### src/logic/tc0_cfg.svh
// timer0 control block: offsets, field positions, reset values, divider masks
`ifndef TC0_CFG_SVH
`define TC0_CFG_SVH

// ----------------------------------------------------------------
// register offsets, data space
// ----------------------------------------------------------------
`define TC0_OFS_SYNC_CTRL 8'h43
`define TC0_OFS_CTRL_B 8'h45
`define TC0_OFS_COUNT 8'h46
`define TC0_OFS_CMP_A 8'h47
`define TC0_OFS_IRQ_FLAG 8'h35
`define TC0_OFS_IRQ_MASK 8'h6E

// ----------------------------------------------------------------
// i/o space alias window
// ----------------------------------------------------------------
`define TC0_IO_BASE 8'h20
`define TC0_IO_END 8'h60

// ----------------------------------------------------------------
// field positions
// ----------------------------------------------------------------
`define TC0_FORCE_A_BIT 7
`define TC0_FORCE_B_BIT 6
`define TC0_WGM2_BIT 3
`define TC0_TSM_BIT 7
`define TC0_PSR_ASY_BIT 1
`define TC0_PSR_SYNC_BIT 0

// ----------------------------------------------------------------
// values
// ----------------------------------------------------------------
`define TC0_RST_VAL 8'h00
`define TC0_MAX 8'hFF
`define TC0_BOTTOM 8'h00
`define TC0_DIV8_MASK 10'h007
`define TC0_DIV64_MASK 10'h03F
`define TC0_DIV256_MASK 10'h0FF
`define TC0_DIV1024_MASK 10'h3FF

`endif

### src/logic/tc0_pkg.sv
// timer0 control block: shared types
package tc0_pkg;
   typedef enum logic [2:0]
   {
      TC0_CS_STOP = 3'b000,
      TC0_CS_DIV1 = 3'b001,
      TC0_CS_DIV8 = 3'b010,
      TC0_CS_DIV64 = 3'b011,
      TC0_CS_DIV256 = 3'b100,
      TC0_CS_DIV1024 = 3'b101,
      TC0_CS_EXT_FALL = 3'b110,
      TC0_CS_EXT_RISE = 3'b111
   } tc0_clk_sel_t;
endpackage

### src/logic/tc0_ctrl.sv
// timer0 control block: registers, counter, compare, waveform and irq requests
// Summary of operation
// - force A only in non-PWM modes
// - force A acts on wave A now
// - forced A match: no flag, no clear
// - force bits are strobes, read zero
// - force B acts on wave B, non-PWM
// - forced B match: no flag, no clear
// - clock select: stop or prescaled ticks
// - codes 110/111 count pin falls/rises
// - pin edges count even as output
// - B irq needs enable, global, flag
// - A irq needs enable, global, flag
// - overflow irq needs enable, global, flag
// - sync hold keeps prescaler resets asserted
// - releasing hold clears both resets
// - async clear self-clears unless held/busy
// - sync clear resets prescaler, self-clears unless held
// - counter readable and writable anytime
// - counter write blocks next match
// - compare A checked continuously
// - low registers alias at offset minus 0x20
// - output mode: none, toggle, clear, set
// - flags clear by vector or write-one
`timescale 1ns/10ps
`include "tc0_cfg.svh"
module tc0_ctrl
(
   input wire logic MCLK_I,
   input wire logic RST_N_I,
   input wire logic [7:0] ADDR_I,
   input wire logic IO_SPACE_I,
   input wire logic WR_I,
   input wire logic RD_I,
   input wire logic [7:0] WDATA_I,
   input wire logic [1:0] WAVE_MODE_LOW_I,
   input wire logic [1:0] OUT_MODE_A_I,
   input wire logic [1:0] OUT_MODE_B_I,
   input wire logic [7:0] COMPARE_VALUE_B_I,
   input wire logic GIE_I,
   input wire logic [2:0] VEC_ACK_I,
   input wire logic EXT_COUNT_PIN_I,
   input wire logic ASYNC_MODE_I,
   input wire logic ASYNC_DONE_I,
   output logic [7:0] RDATA_O,
   output logic [2:0] IRQ_O,
   output logic WAVE_OUT_A_O,
   output logic WAVE_OE_N_A_O,
   output logic WAVE_OUT_B_O,
   output logic WAVE_OE_N_B_O,
   output logic SYNC_PRESCALE_CLEAR_O,
   output logic ASYNC_PRESCALE_CLEAR_O
);
   logic [7:0] cnt_q;
   logic [7:0] cmp_a_q;
   logic [7:0] rdata_q;
   logic wgm2_q;
   tc0_pkg::tc0_clk_sel_t clk_sel_q;
   logic [2:0] irq_en_q;
   logic [2:0] flag_q;
   logic [2:0] irq_q;
   logic tsm_q;
   logic async_prescale_clear_q;
   logic sync_prescale_clear_q;
   logic block_q;
   logic down_q;
   logic [1:0] wave_q;
   logic [1:0] oe_n_q;
   logic hit_sync;
   logic hit_ctrlb;
   logic hit_cnt;
   logic hit_cmpa;
   logic hit_mask;
   logic hit_flag;
   logic wr_sync;
   logic wr_ctrlb;
   logic wr_cnt;
   logic [2:0] wgm;
   logic pwm;
   logic phase;
   logic fast;
   logic [7:0] top;
   logic at_top;
   logic presc_tick;
   logic pin_rise;
   logic pin_fall;
   logic tick;
   logic ovf_evt;
   logic [1:0] match_v;
   logic [1:0] force_v;
   logic [3:0] com_all;
   logic [2:0] flag_set;
   logic [2:0] flag_clr;

   // ----------------------------------------------------------------
   // decode helpers
   // ----------------------------------------------------------------
   function automatic logic reg_hit(input logic [7:0] addr, input logic io,
      input logic [7:0] offs);
      logic hit;
      hit = (addr == offs);
      if (io)
         hit = (offs >= `TC0_IO_BASE) && (offs < `TC0_IO_END)
            && (addr == offs - `TC0_IO_BASE);
      return hit;
   endfunction

   function automatic logic wave_act(input logic cur, input logic [1:0] mode,
      input logic inv);
      logic nxt;
      nxt = cur;
      case (mode)
         2'b01: nxt = !cur;
         2'b10: nxt = inv;
         2'b11: nxt = !inv;
         default: nxt = cur;
      endcase
      return nxt;
   endfunction

   // ----------------------------------------------------------------
   // address decode
   // ----------------------------------------------------------------
   // alias decode
   assign hit_sync = reg_hit(ADDR_I, IO_SPACE_I, `TC0_OFS_SYNC_CTRL);
   assign hit_ctrlb = reg_hit(ADDR_I, IO_SPACE_I, `TC0_OFS_CTRL_B);
   assign hit_cnt = reg_hit(ADDR_I, IO_SPACE_I, `TC0_OFS_COUNT);
   assign hit_cmpa = reg_hit(ADDR_I, IO_SPACE_I, `TC0_OFS_CMP_A);
   assign hit_mask = reg_hit(ADDR_I, IO_SPACE_I, `TC0_OFS_IRQ_MASK);
   assign hit_flag = reg_hit(ADDR_I, IO_SPACE_I, `TC0_OFS_IRQ_FLAG);
   assign wr_sync = WR_I && hit_sync;
   assign wr_ctrlb = WR_I && hit_ctrlb;
   assign wr_cnt = WR_I && hit_cnt;

   // ----------------------------------------------------------------
   // mode decode
   // ----------------------------------------------------------------
   assign wgm = {wgm2_q, WAVE_MODE_LOW_I};
   assign pwm = wgm[0];
   assign phase = (wgm[1:0] == 2'b01);
   assign fast = (wgm[1:0] == 2'b11);
   assign top = ((wgm == 3'b010) || (wgm[2] && wgm[0])) ? cmp_a_q : `TC0_MAX;
   assign at_top = (cnt_q == top);
   assign com_all = {OUT_MODE_B_I, OUT_MODE_A_I};

   // ----------------------------------------------------------------
   // clock select
   // ----------------------------------------------------------------
   // shared prescaler
   tc0_prescaler u_presc
   (
      .clk_i(MCLK_I),
      .rst_n_i(RST_N_I),
      .clear_i(sync_prescale_clear_q),
      .sel_i(clk_sel_q),
      .tick_o(presc_tick)
   );

   tc0_ext_edge u_edge
   (
      .clk_i(MCLK_I),
      .rst_n_i(RST_N_I),
      .pin_i(EXT_COUNT_PIN_I),
      .rise_o(pin_rise),
      .fall_o(pin_fall)
   );

   always_comb
   begin
      unique case (clk_sel_q)
         tc0_pkg::TC0_CS_EXT_FALL: tick = pin_fall;
         tc0_pkg::TC0_CS_EXT_RISE: tick = pin_rise;
         default: tick = presc_tick;
      endcase
   end

   // ----------------------------------------------------------------
   // control register b and compare register a
   // ----------------------------------------------------------------
   always_ff @(posedge MCLK_I)
   begin
      if (!RST_N_I)
      begin
         wgm2_q <= 1'b0;
         clk_sel_q <= tc0_pkg::TC0_CS_STOP;
      end
      else if (wr_ctrlb)
      begin
         wgm2_q <= WDATA_I[`TC0_WGM2_BIT];
         clk_sel_q <= tc0_pkg::tc0_clk_sel_t'(WDATA_I[2:0]);
      end
   end

   always_ff @(posedge MCLK_I)
   begin
      if (!RST_N_I)
         cmp_a_q <= `TC0_RST_VAL;
      else if (WR_I && hit_cmpa)
         cmp_a_q <= WDATA_I;
   end

   assign force_v[0] = wr_ctrlb && WDATA_I[`TC0_FORCE_A_BIT] && !pwm;
   assign force_v[1] = wr_ctrlb && WDATA_I[`TC0_FORCE_B_BIT] && !pwm;

   // ----------------------------------------------------------------
   // counter
   // ----------------------------------------------------------------
   // direct write wins
   always_ff @(posedge MCLK_I)
   begin
      if (!RST_N_I)
      begin
         cnt_q <= `TC0_RST_VAL;
         down_q <= 1'b0;
      end
      else if (wr_cnt)
         cnt_q <= WDATA_I;
      else if (tick && phase)
      begin
         if (!down_q && at_top)
         begin
            down_q <= 1'b1;
            cnt_q <= cnt_q - 8'h01;
         end
         else if (down_q && cnt_q == `TC0_BOTTOM)
         begin
            down_q <= 1'b0;
            cnt_q <= cnt_q + 8'h01;
         end
         else
            cnt_q <= down_q ? cnt_q - 8'h01 : cnt_q + 8'h01;
      end
      else if (tick)
      begin
         down_q <= 1'b0;
         cnt_q <= at_top ? `TC0_BOTTOM : cnt_q + 8'h01;
      end
   end

   always_ff @(posedge MCLK_I)
   begin
      if (!RST_N_I)
         block_q <= 1'b0;
      else if (wr_cnt)
         block_q <= 1'b1;
      else if (tick)
         block_q <= 1'b0;
   end

   assign match_v[0] = tick && !block_q && (cnt_q == cmp_a_q);
   assign match_v[1] = tick && !block_q && (cnt_q == COMPARE_VALUE_B_I);
   assign ovf_evt = tick && (phase ? (down_q && cnt_q == `TC0_BOTTOM)
      : (cnt_q == `TC0_MAX || (wgm == 3'b111 && at_top)));

   // ----------------------------------------------------------------
   // waveform outputs
   // ----------------------------------------------------------------
   genvar g;
   for (g = 0; g < 2; g++)
   begin : g_wave
      logic [1:0] com;
      logic [1:0] com_eff;
      assign com = com_all[2*g +: 2];
      assign com_eff = (pwm && com == 2'b01 && !((g == 0) && wgm2_q)) ? 2'b00 : com;

      always_ff @(posedge MCLK_I)
      begin
         if (!RST_N_I)
         begin
            wave_q[g] <= 1'b0;
            oe_n_q[g] <= 1'b1;
         end
         else
         begin
            oe_n_q[g] <= (com == 2'b00);
            if (force_v[g])
               wave_q[g] <= wave_act(wave_q[g], com_eff, 1'b0);
            else if (match_v[g])
               wave_q[g] <= wave_act(wave_q[g], com_eff, phase && down_q);
            else if (tick && fast && at_top && com[1])
               wave_q[g] <= wave_act(wave_q[g], com, 1'b1);
         end
      end
   end

   // ----------------------------------------------------------------
   // interrupt mask, flags and requests
   // ----------------------------------------------------------------
   always_ff @(posedge MCLK_I)
   begin
      if (!RST_N_I)
         irq_en_q <= 3'h0;
      else if (WR_I && hit_mask)
         irq_en_q <= WDATA_I[2:0];
   end

   assign flag_set = {match_v[1], match_v[0], ovf_evt};
   assign flag_clr = VEC_ACK_I | ((WR_I && hit_flag) ? WDATA_I[2:0] : 3'h0);

   always_ff @(posedge MCLK_I)
   begin
      if (!RST_N_I)
         flag_q <= 3'h0;
      else
         flag_q <= (flag_q & ~flag_clr) | flag_set;
   end

   always_ff @(posedge MCLK_I)
   begin
      if (!RST_N_I)
         irq_q <= 3'h0;
      else
         irq_q <= irq_en_q & flag_q & {3{GIE_I}};
   end

   // ----------------------------------------------------------------
   // synchronisation control
   // ----------------------------------------------------------------
   always_ff @(posedge MCLK_I)
   begin
      if (!RST_N_I)
      begin
         tsm_q <= 1'b0;
         async_prescale_clear_q <= 1'b0;
         sync_prescale_clear_q <= 1'b0;
      end
      else if (wr_sync)
      begin
         tsm_q <= WDATA_I[`TC0_TSM_BIT];
         if (tsm_q && !WDATA_I[`TC0_TSM_BIT])
         begin
            async_prescale_clear_q <= 1'b0;
            sync_prescale_clear_q <= 1'b0;
         end
         else
         begin
            async_prescale_clear_q <= WDATA_I[`TC0_PSR_ASY_BIT];
            sync_prescale_clear_q <= WDATA_I[`TC0_PSR_SYNC_BIT];
         end
      end
      else if (!tsm_q)
      begin
         sync_prescale_clear_q <= 1'b0;
         if (!ASYNC_MODE_I || ASYNC_DONE_I)
            async_prescale_clear_q <= 1'b0;
      end
   end

   // ----------------------------------------------------------------
   // read data
   // ----------------------------------------------------------------
   // strobes and unused bits read zero
   always_ff @(posedge MCLK_I)
   begin
      if (!RST_N_I || !RD_I)
         rdata_q <= 8'h00;
      else if (hit_sync)
         rdata_q <= {tsm_q, 5'h00, async_prescale_clear_q, sync_prescale_clear_q};
      else if (hit_ctrlb)
         rdata_q <= {4'h0, wgm2_q, clk_sel_q};
      else if (hit_cnt)
         rdata_q <= cnt_q;
      else if (hit_cmpa)
         rdata_q <= cmp_a_q;
      else if (hit_mask)
         rdata_q <= {5'h00, irq_en_q};
      else if (hit_flag)
         rdata_q <= {5'h00, flag_q};
      else
         rdata_q <= 8'h00;
   end

   assign RDATA_O = rdata_q;
   assign IRQ_O = irq_q;
   assign WAVE_OUT_A_O = wave_q[0];
   assign WAVE_OUT_B_O = wave_q[1];
   assign WAVE_OE_N_A_O = oe_n_q[0];
   assign WAVE_OE_N_B_O = oe_n_q[1];
   assign SYNC_PRESCALE_CLEAR_O = sync_prescale_clear_q;
   assign ASYNC_PRESCALE_CLEAR_O = async_prescale_clear_q;
endmodule // tc0_ctrl

### src/logic/tc0_ext_edge.sv
// timer0 control block: edge detector for the external count pin
`timescale 1ns/10ps
module tc0_ext_edge
(
   input wire logic clk_i,
   input wire logic rst_n_i,
   input wire logic pin_i,
   output logic rise_o,
   output logic fall_o
);
   logic prev_q;

   // ----------------------------------------------------------------
   // previous pin level
   // ----------------------------------------------------------------
   always_ff @(posedge clk_i)
   begin
      if (!rst_n_i)
         prev_q <= 1'b0;
      else
         prev_q <= pin_i;
   end

   assign rise_o = pin_i && !prev_q;
   assign fall_o = !pin_i && prev_q;
endmodule // tc0_ext_edge

### src/logic/tc0_prescaler.sv
// timer0 control block: shared prescaler with tick selection
`timescale 1ns/10ps
`include "tc0_cfg.svh"
module tc0_prescaler
(
   input wire logic clk_i,
   input wire logic rst_n_i,
   input wire logic clear_i,
   input tc0_pkg::tc0_clk_sel_t sel_i,
   output logic tick_o
);
   logic [9:0] div_q;
   logic [9:0] mask;

   // ----------------------------------------------------------------
   // divider chain, held at zero while cleared
   // ----------------------------------------------------------------
   always_ff @(posedge clk_i)
   begin
      if (!rst_n_i || clear_i)
         div_q <= 10'h000;
      else
         div_q <= div_q + 10'h001;
   end

   always_comb
   begin
      mask = 10'h000;
      unique case (sel_i)
         tc0_pkg::TC0_CS_DIV8: mask = `TC0_DIV8_MASK;
         tc0_pkg::TC0_CS_DIV64: mask = `TC0_DIV64_MASK;
         tc0_pkg::TC0_CS_DIV256: mask = `TC0_DIV256_MASK;
         tc0_pkg::TC0_CS_DIV1024: mask = `TC0_DIV1024_MASK;
         tc0_pkg::TC0_CS_STOP, tc0_pkg::TC0_CS_DIV1,
         tc0_pkg::TC0_CS_EXT_FALL, tc0_pkg::TC0_CS_EXT_RISE: mask = 10'h000;
      endcase
   end

   // ----------------------------------------------------------------
   // tick output
   // ----------------------------------------------------------------
   always_comb
   begin
      tick_o = 1'b0;
      if (!clear_i && sel_i != tc0_pkg::TC0_CS_STOP && !sel_i[2] | !sel_i[1])
         tick_o = ((div_q & mask) == mask);
   end
endmodule // tc0_prescaler

### config.mk
export PLATFORM = sky130hd
export DESIGN_NAME = tc0_ctrl
export DESIGN_NICKNAME = d
export VERILOG_FILES = /design/src/logic/tc0_pkg.sv /design/src/logic/tc0_ctrl.sv /design/src/logic/tc0_ext_edge.sv /design/src/logic/tc0_prescaler.sv
export VERILOG_INCLUDE_DIRS = /design/src /design/src/logic
export SDC_FILE = /design/constraint.sdc
export NUM_CORES = 1
export LEC_CHECK = 0
export BUFFER_PORTS_ARGS = -buffer_cell sky130_fd_sc_hd__buf_2
export CELL_PAD_IN_SITES_DETAIL_PLACEMENT = 0
export CELL_PAD_IN_SITES_GLOBAL_PLACEMENT = 2
export CORE_MARGIN = 2
export CORE_UTILIZATION = 34
export CTS_CLUSTER_SIZE = 8
export DETAILED_ROUTE_END_ITERATION = 6
export GPL_ROUTABILITY_DRIVEN = 0
export PLACE_DENSITY = 0.86
export SLEW_MARGIN = 0
export SYNTH_ARGS = -nofsm -noshare
export SYNTH_HDL_FRONTEND = slang
export SYNTH_SLANG_ARGS = --single-unit
### constraint.sdc
create_clock -name MCLK_I -period 3 [get_ports MCLK_I]
set_input_delay 0.45 -clock MCLK_I [delete_from_list [all_inputs] [get_ports MCLK_I]]
set_output_delay 0.45 -clock MCLK_I [all_outputs]
set_load 0.03 [all_outputs]
==> results of run 1 <==
[cells in the mapped netlist (5+ instances only)]
master and count:
xor2_1 13, xnor2_1 9, mux2i_1 24, and3_1 11, a21oi_1 25, nor3_1 7, nand3_1 18, clkbuf_1 17
inv_1 17, and2_1 9, a31oi_1 5, nand4_1 5, nand2b_1 10, nand3b_1 6, a211oi_1 7, nor2_1 44
nor2b_1 11, o21ai_0 5, nor4_1 8, ha_1 9, or3_1 5, dfxtp_1 61, nand2_1 33
[logic make-up after synthesis]
kind of cell | synth area share, %
adders and majority gates | 3.06
xor gates and xnor gates | 5.24
and+or+nand+nor | 28.3
buffers and inverters | 4.39
DFF | 33.2
AOI/OAI and AO/OA | 18.7
muxes | 7.14
[registers in the layout, summed over array words and instances, names as in the netlist, 3 cells and up]
signal and cells:
IRQ_O 3, RDATA_O 8, clk_sel_q 3, cmp_a_q 8
cnt_q 8, flag_q 3, irq_en_q 3, u_presc.div_q 10
u_presc.mask 4
[where the power goes]
| group | switching, mW | internal, mW |
|---|---|---|
| combinational | 0.0914 | 0.0585 |
| sequential | 0.00469 | 0.816 |
| clock | 0.369 | 0.388 |
[worst max-delay path, delay by kind of cell (launching register included)]
family | cells | cell delay, ns
AO/OA/AOI/OAI | 4 | 1.04
AND/OR/NAND/NOR | 2 | 0.72
flip-flops | 1 | 0.52
buffers and inverters | 2 | 0.31
[layout make-up]
| cell class | count | share of cell area, % |
|---|---|---|
| timing repair buffer | 75 | 9.55 |
| tap | 136 | 3.89 |
| inverter | 19 | 1.63 |
| clock inverter | 7 | 1.69 |
| multi-input combinational | 341 | 52.5 |
| sequential | 61 | 27.9 |
| clock buffer | 9 | 2.83 |
[stage by stage]
step,hold slack [ns],area [um^2],worst slack [ns],utilization (%)
after global placement,0.424,4180,0.251,40.1
final,0.340,4380,0.347,42.0
after detailed placement,0.437,4180,0.216,40.1
after floorplan,0.413,3680,0.529,-
after CTS,0.326,4380,0.340,42.0
after global routing,0.335,4380,0.189,42.0
[worst max-delay path by stage]
stage	from	to	slack [ns]	cells past startpoint
3_3_place_gp	WAVE_MODE_LOW_I[0]	cnt_q[1]	0.25	8
2_1_floorplan	WAVE_MODE_LOW_I[0]	cnt_q[1]	0.53	7
6_report	cnt_q[1]	cnt_q[1]	0.35	8
4_1_cts	cnt_q[1]	cnt_q[1]	0.34	8
5_1_grt	u_presc.div_q[2]	WAVE_OUT_B_O	0.19	7
3_5_place_dp	WAVE_MODE_LOW_I[0]	cnt_q[1]	0.22	8
[metal layers]
layer / track usage (%) / share of wire (%) / vias up
met2: 33.6 / 48 / 110
met1: 26.0 / 45 / 1711
met4: 7.05 / 1.5 / 0
met5: 0 / 0 / -
met3: 3.25 / 5.7 / 17
li1: - / - / 1742
==> results.sh, run 1 <==
export IMPL_hp_class="primary input to flip-flop"
export IMPL_timing_slew_headroom_pct=47.9
export IMPL_synth_edf_count=0
export IMPL_worst_pin_slew_ns=0.782
export IMPL_finalNonFillerCells=648
export IMPL_cts_resized=0
export IMPL_critPathKind="flip-flop to flip-flop"
export IMPL_numCtsBuffers=9
export IMPL_grt_max_degree=19
export IMPL_seq_area_mm2=0.00122
export IMPL_hold_buffers=0
export IMPL_fin_crit_ns=2.65
export IMPL_globalRoute_totalOverflow=0
export IMPL_cts_sinks=61
export IMPL_nFillCells=1076
export IMPL_dieHeight_um=108
export IMPL_diodes=0
export IMPL_drcViolationCount=0
export IMPL_wl_mm=11.2
export IMPL_cts_tree="yes"
export IMPL_critical_path_arrival_ns=2.94
export IMPL_cp_slowest_stage_delay_ns=0.54
export IMPL_holdPathStages=2
export IMPL_irDropWorstVdd_v=0.000195
export IMPL_yosys_warnings=0
export IMPL_synth_cell_types=77
export IMPL_crit_path_start_kind="flip-flop"
export IMPL_start_util_pct=35.3
export IMPL_core_area_mm2=0.0104
export IMPL_insertion_delay_ns=0.34
export IMPL_ys_ff_latch=61
export IMPL_synth_area_mm2=0.00368
export IMPL_end_kind="flip-flop"
export IMPL_io_pins=59
export IMPL_fmax_ghz=0.377
export IMPL_rows=37
export IMPL_hold_viol=0
export IMPL_drv_slew=0
export IMPL_final_common_cell="dfxtp_1"
export IMPL_synthArstFlopShare_pct=0
export IMPL_cts_path_max_buffers=2
export IMPL_synth_top_area_cell="dfxtp_1"
export IMPL_vias_per_cell=5.52
export IMPL_p_leak_nw=1.77
export IMPL_setup_violations=0
export IMPL_grt_pass1_vias=3479
export IMPL_vias=3580
export IMPL_reg2reg_slack_ns=0.35
export IMPL_syn_inst=443
export IMPL_r2r_end="cnt_q[1]"
export IMPL_finClkSkew_ns=0.0105
export IMPL_synth_nets=494
export IMPL_hold_path_end="WAVE_OE_N_B_O"
export IMPL_synthTopCellsByArea="dfxtp_1 33%, mux2i_1 6.5%, nor2_1 4.5%"
export IMPL_powerDensity_mw_per_mm2=395
export IMPL_yosysSeqAreaShare_pct=33.2
export IMPL_grt_antenna_before_repair=0
export IMPL_drv_cap=0
export IMPL_drtPass1Iterations=5
export IMPL_min_from="OUT_MODE_B_I[1]"
export IMPL_clk_pin_slew_worst_paths_ns=0.08
export IMPL_r2r_cells=8
export IMPL_grt_pass1_wl_mm=18.1
export IMPL_synth_top_cell_area_share_pct=33.2
export IMPL_track_usage_pct=20.0
export IMPL_multi_input_area_mm2=0.00230
export IMPL_root_buffer="clkbuf_8"
export IMPL_rsz0062_at_grt="false"
export IMPL_finalPower_mw=1.73
export IMPL_drtAntennaViolNets=0
export IMPL_avgSynthCellArea_um2=8.31
export IMPL_wl_per_cell_um=17.3
export IMPL_run_status="finished clean"
export IMPL_crit_chain="inv_2 > a2111oi_1 > buf_4 > a21o_1 > nand4_4 > or4_1 > a221o_1 > a21oi_2"
export IMPL_nNetsFinal=558
export IMPL_fin_crit_sh_pct=88.4
export IMPL_port_buffers=58
export IMPL_synth_main_ff_cell="dfxtp_1"
export IMPL_placed_cells=632
export IMPL_die_width_um=108
export IMPL_layout_common_cells="61 x dfxtp_1, 58 x buf_2, 44 x nor2_1"
export IMPL_drt_first_iter_violations=275
export IMPL_fp_dieArea_mm2=0.0117
export IMPL_crit_reg2reg_launch="cnt_q[1]"
export IMPL_cts_max_level=3
export IMPL_layout_drive_gt1_share_pct=20.9
export IMPL_cts_setup_buffers=0
export IMPL_dp_hpwl_mm=8.55
export IMPL_worst_endpoint_required_ns=3.29
export IMPL_cp_max_fo=10
export IMPL_fin_setup_tns_ns=0
export IMPL_synthToLayoutAreaGrowth_pct=18.9
export IMPL_cp_slowest_cell="or4_1"
Note: power is estimated with default switching activity, not from simulation.
==> inputs of run 2 (changes only) <==
==> constraint.sdc (replaced) <==
create_clock -name MCLK_I -period 3 [get_ports MCLK_I]
set_input_delay 0.15 -clock MCLK_I [delete_from_list [all_inputs] [get_ports MCLK_I]]
set_output_delay 0.15 -clock MCLK_I [all_outputs]
set_load 0.03 [all_outputs]
==> results.sh, run 2 (same netlist as run 1, synthesis figures left out) <==
export IMPL_run_status="finished clean"
export IMPL_nFillCells=1071
export IMPL_fin_crit_ns=2.73
export IMPL_die_width_um=108
export IMPL_powerDensity_mw_per_mm2=401
export IMPL_grt_pass1_vias=3484
export IMPL_worst_pin_slew_ns=0.892
export IMPL_vias=3597
export IMPL_intPower_mw=1.26
export IMPL_cts_max_level=3
export IMPL_switching_share_pct=27.5
export IMPL_p_switching_mw=0.479
export IMPL_diodes=0
export IMPL_grt_antenna_before_repair=0
export IMPL_worst_endpoint_required_ns=3.30
export IMPL_end_kind="flip-flop"
export IMPL_p_comb_share_pct=8.8
export IMPL_grt_max_degree=25
export IMPL_port_buffers=58
export IMPL_seq_area_mm2=0.00122
export IMPL_crit_path_start_kind="flip-flop"
export IMPL_io_pins=59
export IMPL_cts_sinks=61
export IMPL_cts_setup_buffers=0
export IMPL_min_from="OUT_MODE_B_I[1]"
export IMPL_drt_first_iter_violations=287
export IMPL_insertion_delay_ns=0.36
export IMPL_synthToLayoutAreaGrowth_pct=18.1
export IMPL_timing_slew_headroom_pct=40.4
export IMPL_fmax_ghz=0.367
export IMPL_critPathKind="flip-flop to flip-flop"
export IMPL_drv_cap=0
export IMPL_dieHeight_um=108
export IMPL_cts_path_max_buffers=2
export IMPL_cp_slowest_stage_delay_ns=0.63
export IMPL_cts_resized=0
export IMPL_final_common_cell="dfxtp_1"
export IMPL_fin_setup_tns_ns=0
export IMPL_finClkSkew_ns=0.00994
export IMPL_regMostFlops="u_presc.div_q"
export IMPL_globalRoute_totalOverflow=0
export IMPL_critical_path_arrival_ns=3.03
export IMPL_hold_buffers=0
export IMPL_finalPower_mw=1.74
export IMPL_vias_per_cell=5.59
export IMPL_layout_drive_gt1_share_pct=20.3
export IMPL_rsz0062_at_grt="false"
export IMPL_rows=37
export IMPL_fin_crit_sh_pct=90.9
export IMPL_drv_slew=0
export IMPL_layout_common_cells="61 x dfxtp_1, 58 x buf_2, 44 x nor2_1"
export IMPL_start_util_pct=35.3
export IMPL_crit_chain="nor2b_1 > a2111oi_1 > a311o_1 > nand4_4 > or4_1 > a221o_1 > a21oi_2"
export IMPL_irDropWorstVdd_v=0.000141
export IMPL_dp_hpwl_mm=8.73
export IMPL_hold_viol=0
export IMPL_grt_pass1_wl_mm=18.1
export IMPL_largest_reg_flops=10
export IMPL_track_usage_pct=20.3
export IMPL_numCtsBuffers=9
export IMPL_hp_class="primary input to flip-flop"
export IMPL_drtAntennaViolNets=0
export IMPL_cp_slowest_cell="a2111oi_1"
export IMPL_clk_pin_slew_worst_paths_ns=0.08
export IMPL_nNetsFinal=554
export IMPL_crit_reg2reg_launch="cnt_q[0]"
export IMPL_wl_mm=11.5
export IMPL_seqPwrFrac_pct=47.1
export IMPL_fp_dieArea_mm2=0.0117
export IMPL_p_leak_nw=1.75
export IMPL_multi_input_area_mm2=0.00230
export IMPL_drcViolationCount=0
export IMPL_hold_slack_ns=0.0243
export IMPL_cp_max_fo=10
export IMPL_clockPowerShare_pct=44.1
export IMPL_root_buffer="clkbuf_8"
export IMPL_setup_violations=0
export IMPL_core_area_mm2=0.0104
export IMPL_wl_per_cell_um=17.9
export IMPL_cp_startpoint="cnt_q[0]"
export IMPL_drtPass1Iterations=5
export IMPL_cts_tree="yes"
run 2: changes by cell type in the layout (fill, tap and decap cells not counted), sizes merged:
cell / change
buf: -4
run 2: area by class of cell:
cell class	instances	share of cell area (%)
clock buffer	9	2.85
timing repair buffer	71	8.93
inverter	19	1.64
multi-input combinational	341	52.9
tap	136	3.92
sequential	61	28.1
clock inverter	7	1.70
run 2: power by group through the flow:
stage	clock (mW)	combinational [mW]	sequential (mW)
finish	0.767	0.154	0.820
global route	0.797	0.169	0.821
CTS	0.771	0.154	0.820
detailed placement	0	0.154	0.839
global placement	0	0.152	0.839
floorplan	0	0.0779	0.842
run 2: worst paths after layout:
path,end,slack [ns],cells after the start
worst min register to register,u_presc.div_q[0],0.44,1
worst min-delay path,WAVE_OE_N_B_O,0.02,2
worst max register to register,cnt_q[1],0.27,7
worst max-delay path,cnt_q[1],0.27,7
run 2: metal layers:
metal | vias up | part of all wire (%) | global-route usage, %
met4 | 0 | 3.9 | 10.6
met3 | 34 | 6.1 | 4.16
li1 | 1731 | - | -
met1 | 1711 | 43 | 24.9
met5 | - | 0 | 0
met2 | 121 | 47 | 33.4
run 2: metrics by stage:
step	worst slack [ns]	utilization [%]	instance area (um^2)	instances
6_report	0.273	41.7	4350	644
4_1_cts	0.306	41.7	4350	644
3_3_place_gp	0.353	39.8	4150	628
5_1_grt	0.0819	41.7	4350	644
2_1_floorplan	0.635	-	3680	443
3_5_place_dp	0.327	39.8	4150	628
run 2: critical path, delay by kind of cell, from the launching register on:
family / cells / cell delay, ns
compound gates: 4 / 1.42
simple gates: 3 / 0.87
flops: 1 / 0.38
==> inputs of run 3 (changes only) <==
--- a/config.mk
+++ b/config.mk
@@ -14,7 +14,7 @@
 export CTS_CLUSTER_SIZE = 8
 export DETAILED_ROUTE_END_ITERATION = 6
 export GPL_ROUTABILITY_DRIVEN = 0
-export PLACE_DENSITY = 0.86
+export PLACE_DENSITY_LB_ADDON = 0.3
 export SLEW_MARGIN = 0
 export SYNTH_ARGS = -nofsm -noshare
 export SYNTH_HDL_FRONTEND = slang
==> results.sh, run 3 (same netlist as run 1, synthesis figures left out) <==
export IMPL_powerDensity_mw_per_mm2=416
export IMPL_io_pins=59
export IMPL_dp_hpwl_mm=8.71
export IMPL_vias_per_cell=5.45
export IMPL_cts_setup_buffers=0
export IMPL_hold_viol=0
export IMPL_end_kind="flip-flop"
export IMPL_drt_first_iter_violations=206
export IMPL_crit_reg2reg_launch="cnt_q[0]"
export IMPL_dieHeight_um=108
export IMPL_timing_slew_headroom_pct=52.9
export IMPL_drv_slew=0
export IMPL_finClkSkew_ns=0.0107
export IMPL_fp_dieArea_mm2=0.0117
export IMPL_drcViolationCount=0
export IMPL_synthToLayoutAreaGrowth_pct=18.9
export IMPL_finalNonFillerCells=645
export IMPL_fmax_ghz=0.363
export IMPL_cp_startpoint="cnt_q[0]"
export IMPL_p_leak_nw=1.76
export IMPL_fin_setup_tns_ns=0
export IMPL_grt_pass1_vias=3462
export IMPL_diodes=0
export IMPL_cts_max_level=3
export IMPL_min_from="OUT_MODE_B_I[0]"
export IMPL_top_layer="met4"
export IMPL_grt_antenna_before_repair=0
export IMPL_cp_max_fo=10
export IMPL_insertion_delay_ns=0.35
export IMPL_placed_cells=629
export IMPL_hold_slack_ns=0.0308
export IMPL_clk_pin_slew_worst_paths_ns=0.08
export IMPL_rows=37
export IMPL_largest_reg_flops=10
export IMPL_root_buffer="clkbuf_8"
export IMPL_grt_pass1_wl_mm=18.6
export IMPL_place_area_mm2=0.00416
export IMPL_worst_pin_slew_ns=0.705
export IMPL_cts_tree="yes"
export IMPL_cts_path_max_buffers=2
export IMPL_cts_sinks=61
export IMPL_regMostFlops="u_presc.div_q"
export IMPL_cts_resized=0
export IMPL_met1Wirelength_mm=5.22
export IMPL_start_util_pct=35.3
export IMPL_core_area_mm2=0.0104
export IMPL_drtPass1Iterations=5
export IMPL_layout_drive_gt1_share_pct=20.4
export IMPL_finish_utilization_pct=42.0
export IMPL_irDropWorstVdd_v=0.000173
export IMPL_run_status="finished clean"
export IMPL_track_usage_pct=20.6
export IMPL_numCtsBuffers=9
export IMPL_crit_path_start_kind="flip-flop"
export IMPL_dp_slack_ns=0.283
export IMPL_critPathKind="flip-flop to flip-flop"
export IMPL_vias=3513
export IMPL_wl_mm=11.5
export IMPL_routed_wl_met2_mm=5.51
export IMPL_globalRoute_totalOverflow=0
export IMPL_worst_endpoint_required_ns=3.28
export IMPL_setup_violations=0
export IMPL_wl_met3_um=637
export IMPL_critical_path_arrival_ns=3.03
export IMPL_worst_slack_ns=0.248
export IMPL_final_cell_area_mm2=0.00438
export IMPL_port_buffers=58
export IMPL_drv_cap=0
export IMPL_hp_class="primary input to flip-flop"
export IMPL_die_width_um=108
export IMPL_grt_max_degree=19
export IMPL_wl_per_cell_um=17.8
export IMPL_drtAntennaViolNets=0
export IMPL_nNetsFinal=555
export IMPL_finalPower_mw=1.82
export IMPL_fin_crit_ns=2.75
export IMPL_hold_buffers=0
export IMPL_fin_crit_sh_pct=91.7
export IMPL_final_common_cell="dfxtp_1"
export IMPL_rsz0062_at_grt="false"
export IMPL_layout_common_cells="61 x dfxtp_1, 58 x buf_2, 44 x nor2_1"
==> run 3: changes by cell type in the layout (fill, tap and decap cells not counted) <==
cell,delta
clkinvlp_4,+1
bufinv_16,+1
buf_4,+1
clkinv_2,-1
inv_6,-1
==> run 3: worst max-delay path, stage by stage (launching register included) <==
cell       delay [ns]
dfxtp_1          0.38
nor2b_1          0.16
a2111oi_1        0.63
a311o_1          0.34
nand4_4          0.19
or4_1            0.54
a221o_1          0.34
a21oi_2          0.11
==> run 3: area by class of cell <==
class | instances | area, um^2
repair buffers | 72 | 395
flip-flops and latches | 61 | 1220
well taps | 136 | 170
fillers | 1094 | 6040
inverters | 19 | 71.3
multi-input cells | 341 | 2300
clock buffers | 9 | 124
clock inverters | 7 | 97.6
==> run 3: path summary, 6_finish.rpt <==
check | to | slack (ns) | cells after the start
worst max-delay path | cnt_q[1] | 0.25 | 7
worst max register to register | cnt_q[1] | 0.25 | 7
worst min-delay path | WAVE_OE_N_B_O | 0.03 | 2
worst min register to register | u_presc.div_q[0] | 0.44 | 1
==> run 3: power by group <==
group | switching (mW) | total, mW | internal [mW]
Combinational | 0.0941 | 0.152 | 0.0575
Sequential | 0.00423 | 0.820 | 0.816
Clock | 0.378 | 0.848 | 0.470
==> run 3: layer usage <==
layer  track usage [%]  vias to the layer above
met5                 0                        -
met4              5.68                        0
met3              4.10                        8
met2              34.3                       95
met1              27.2                     1677
li1                  -                     1733
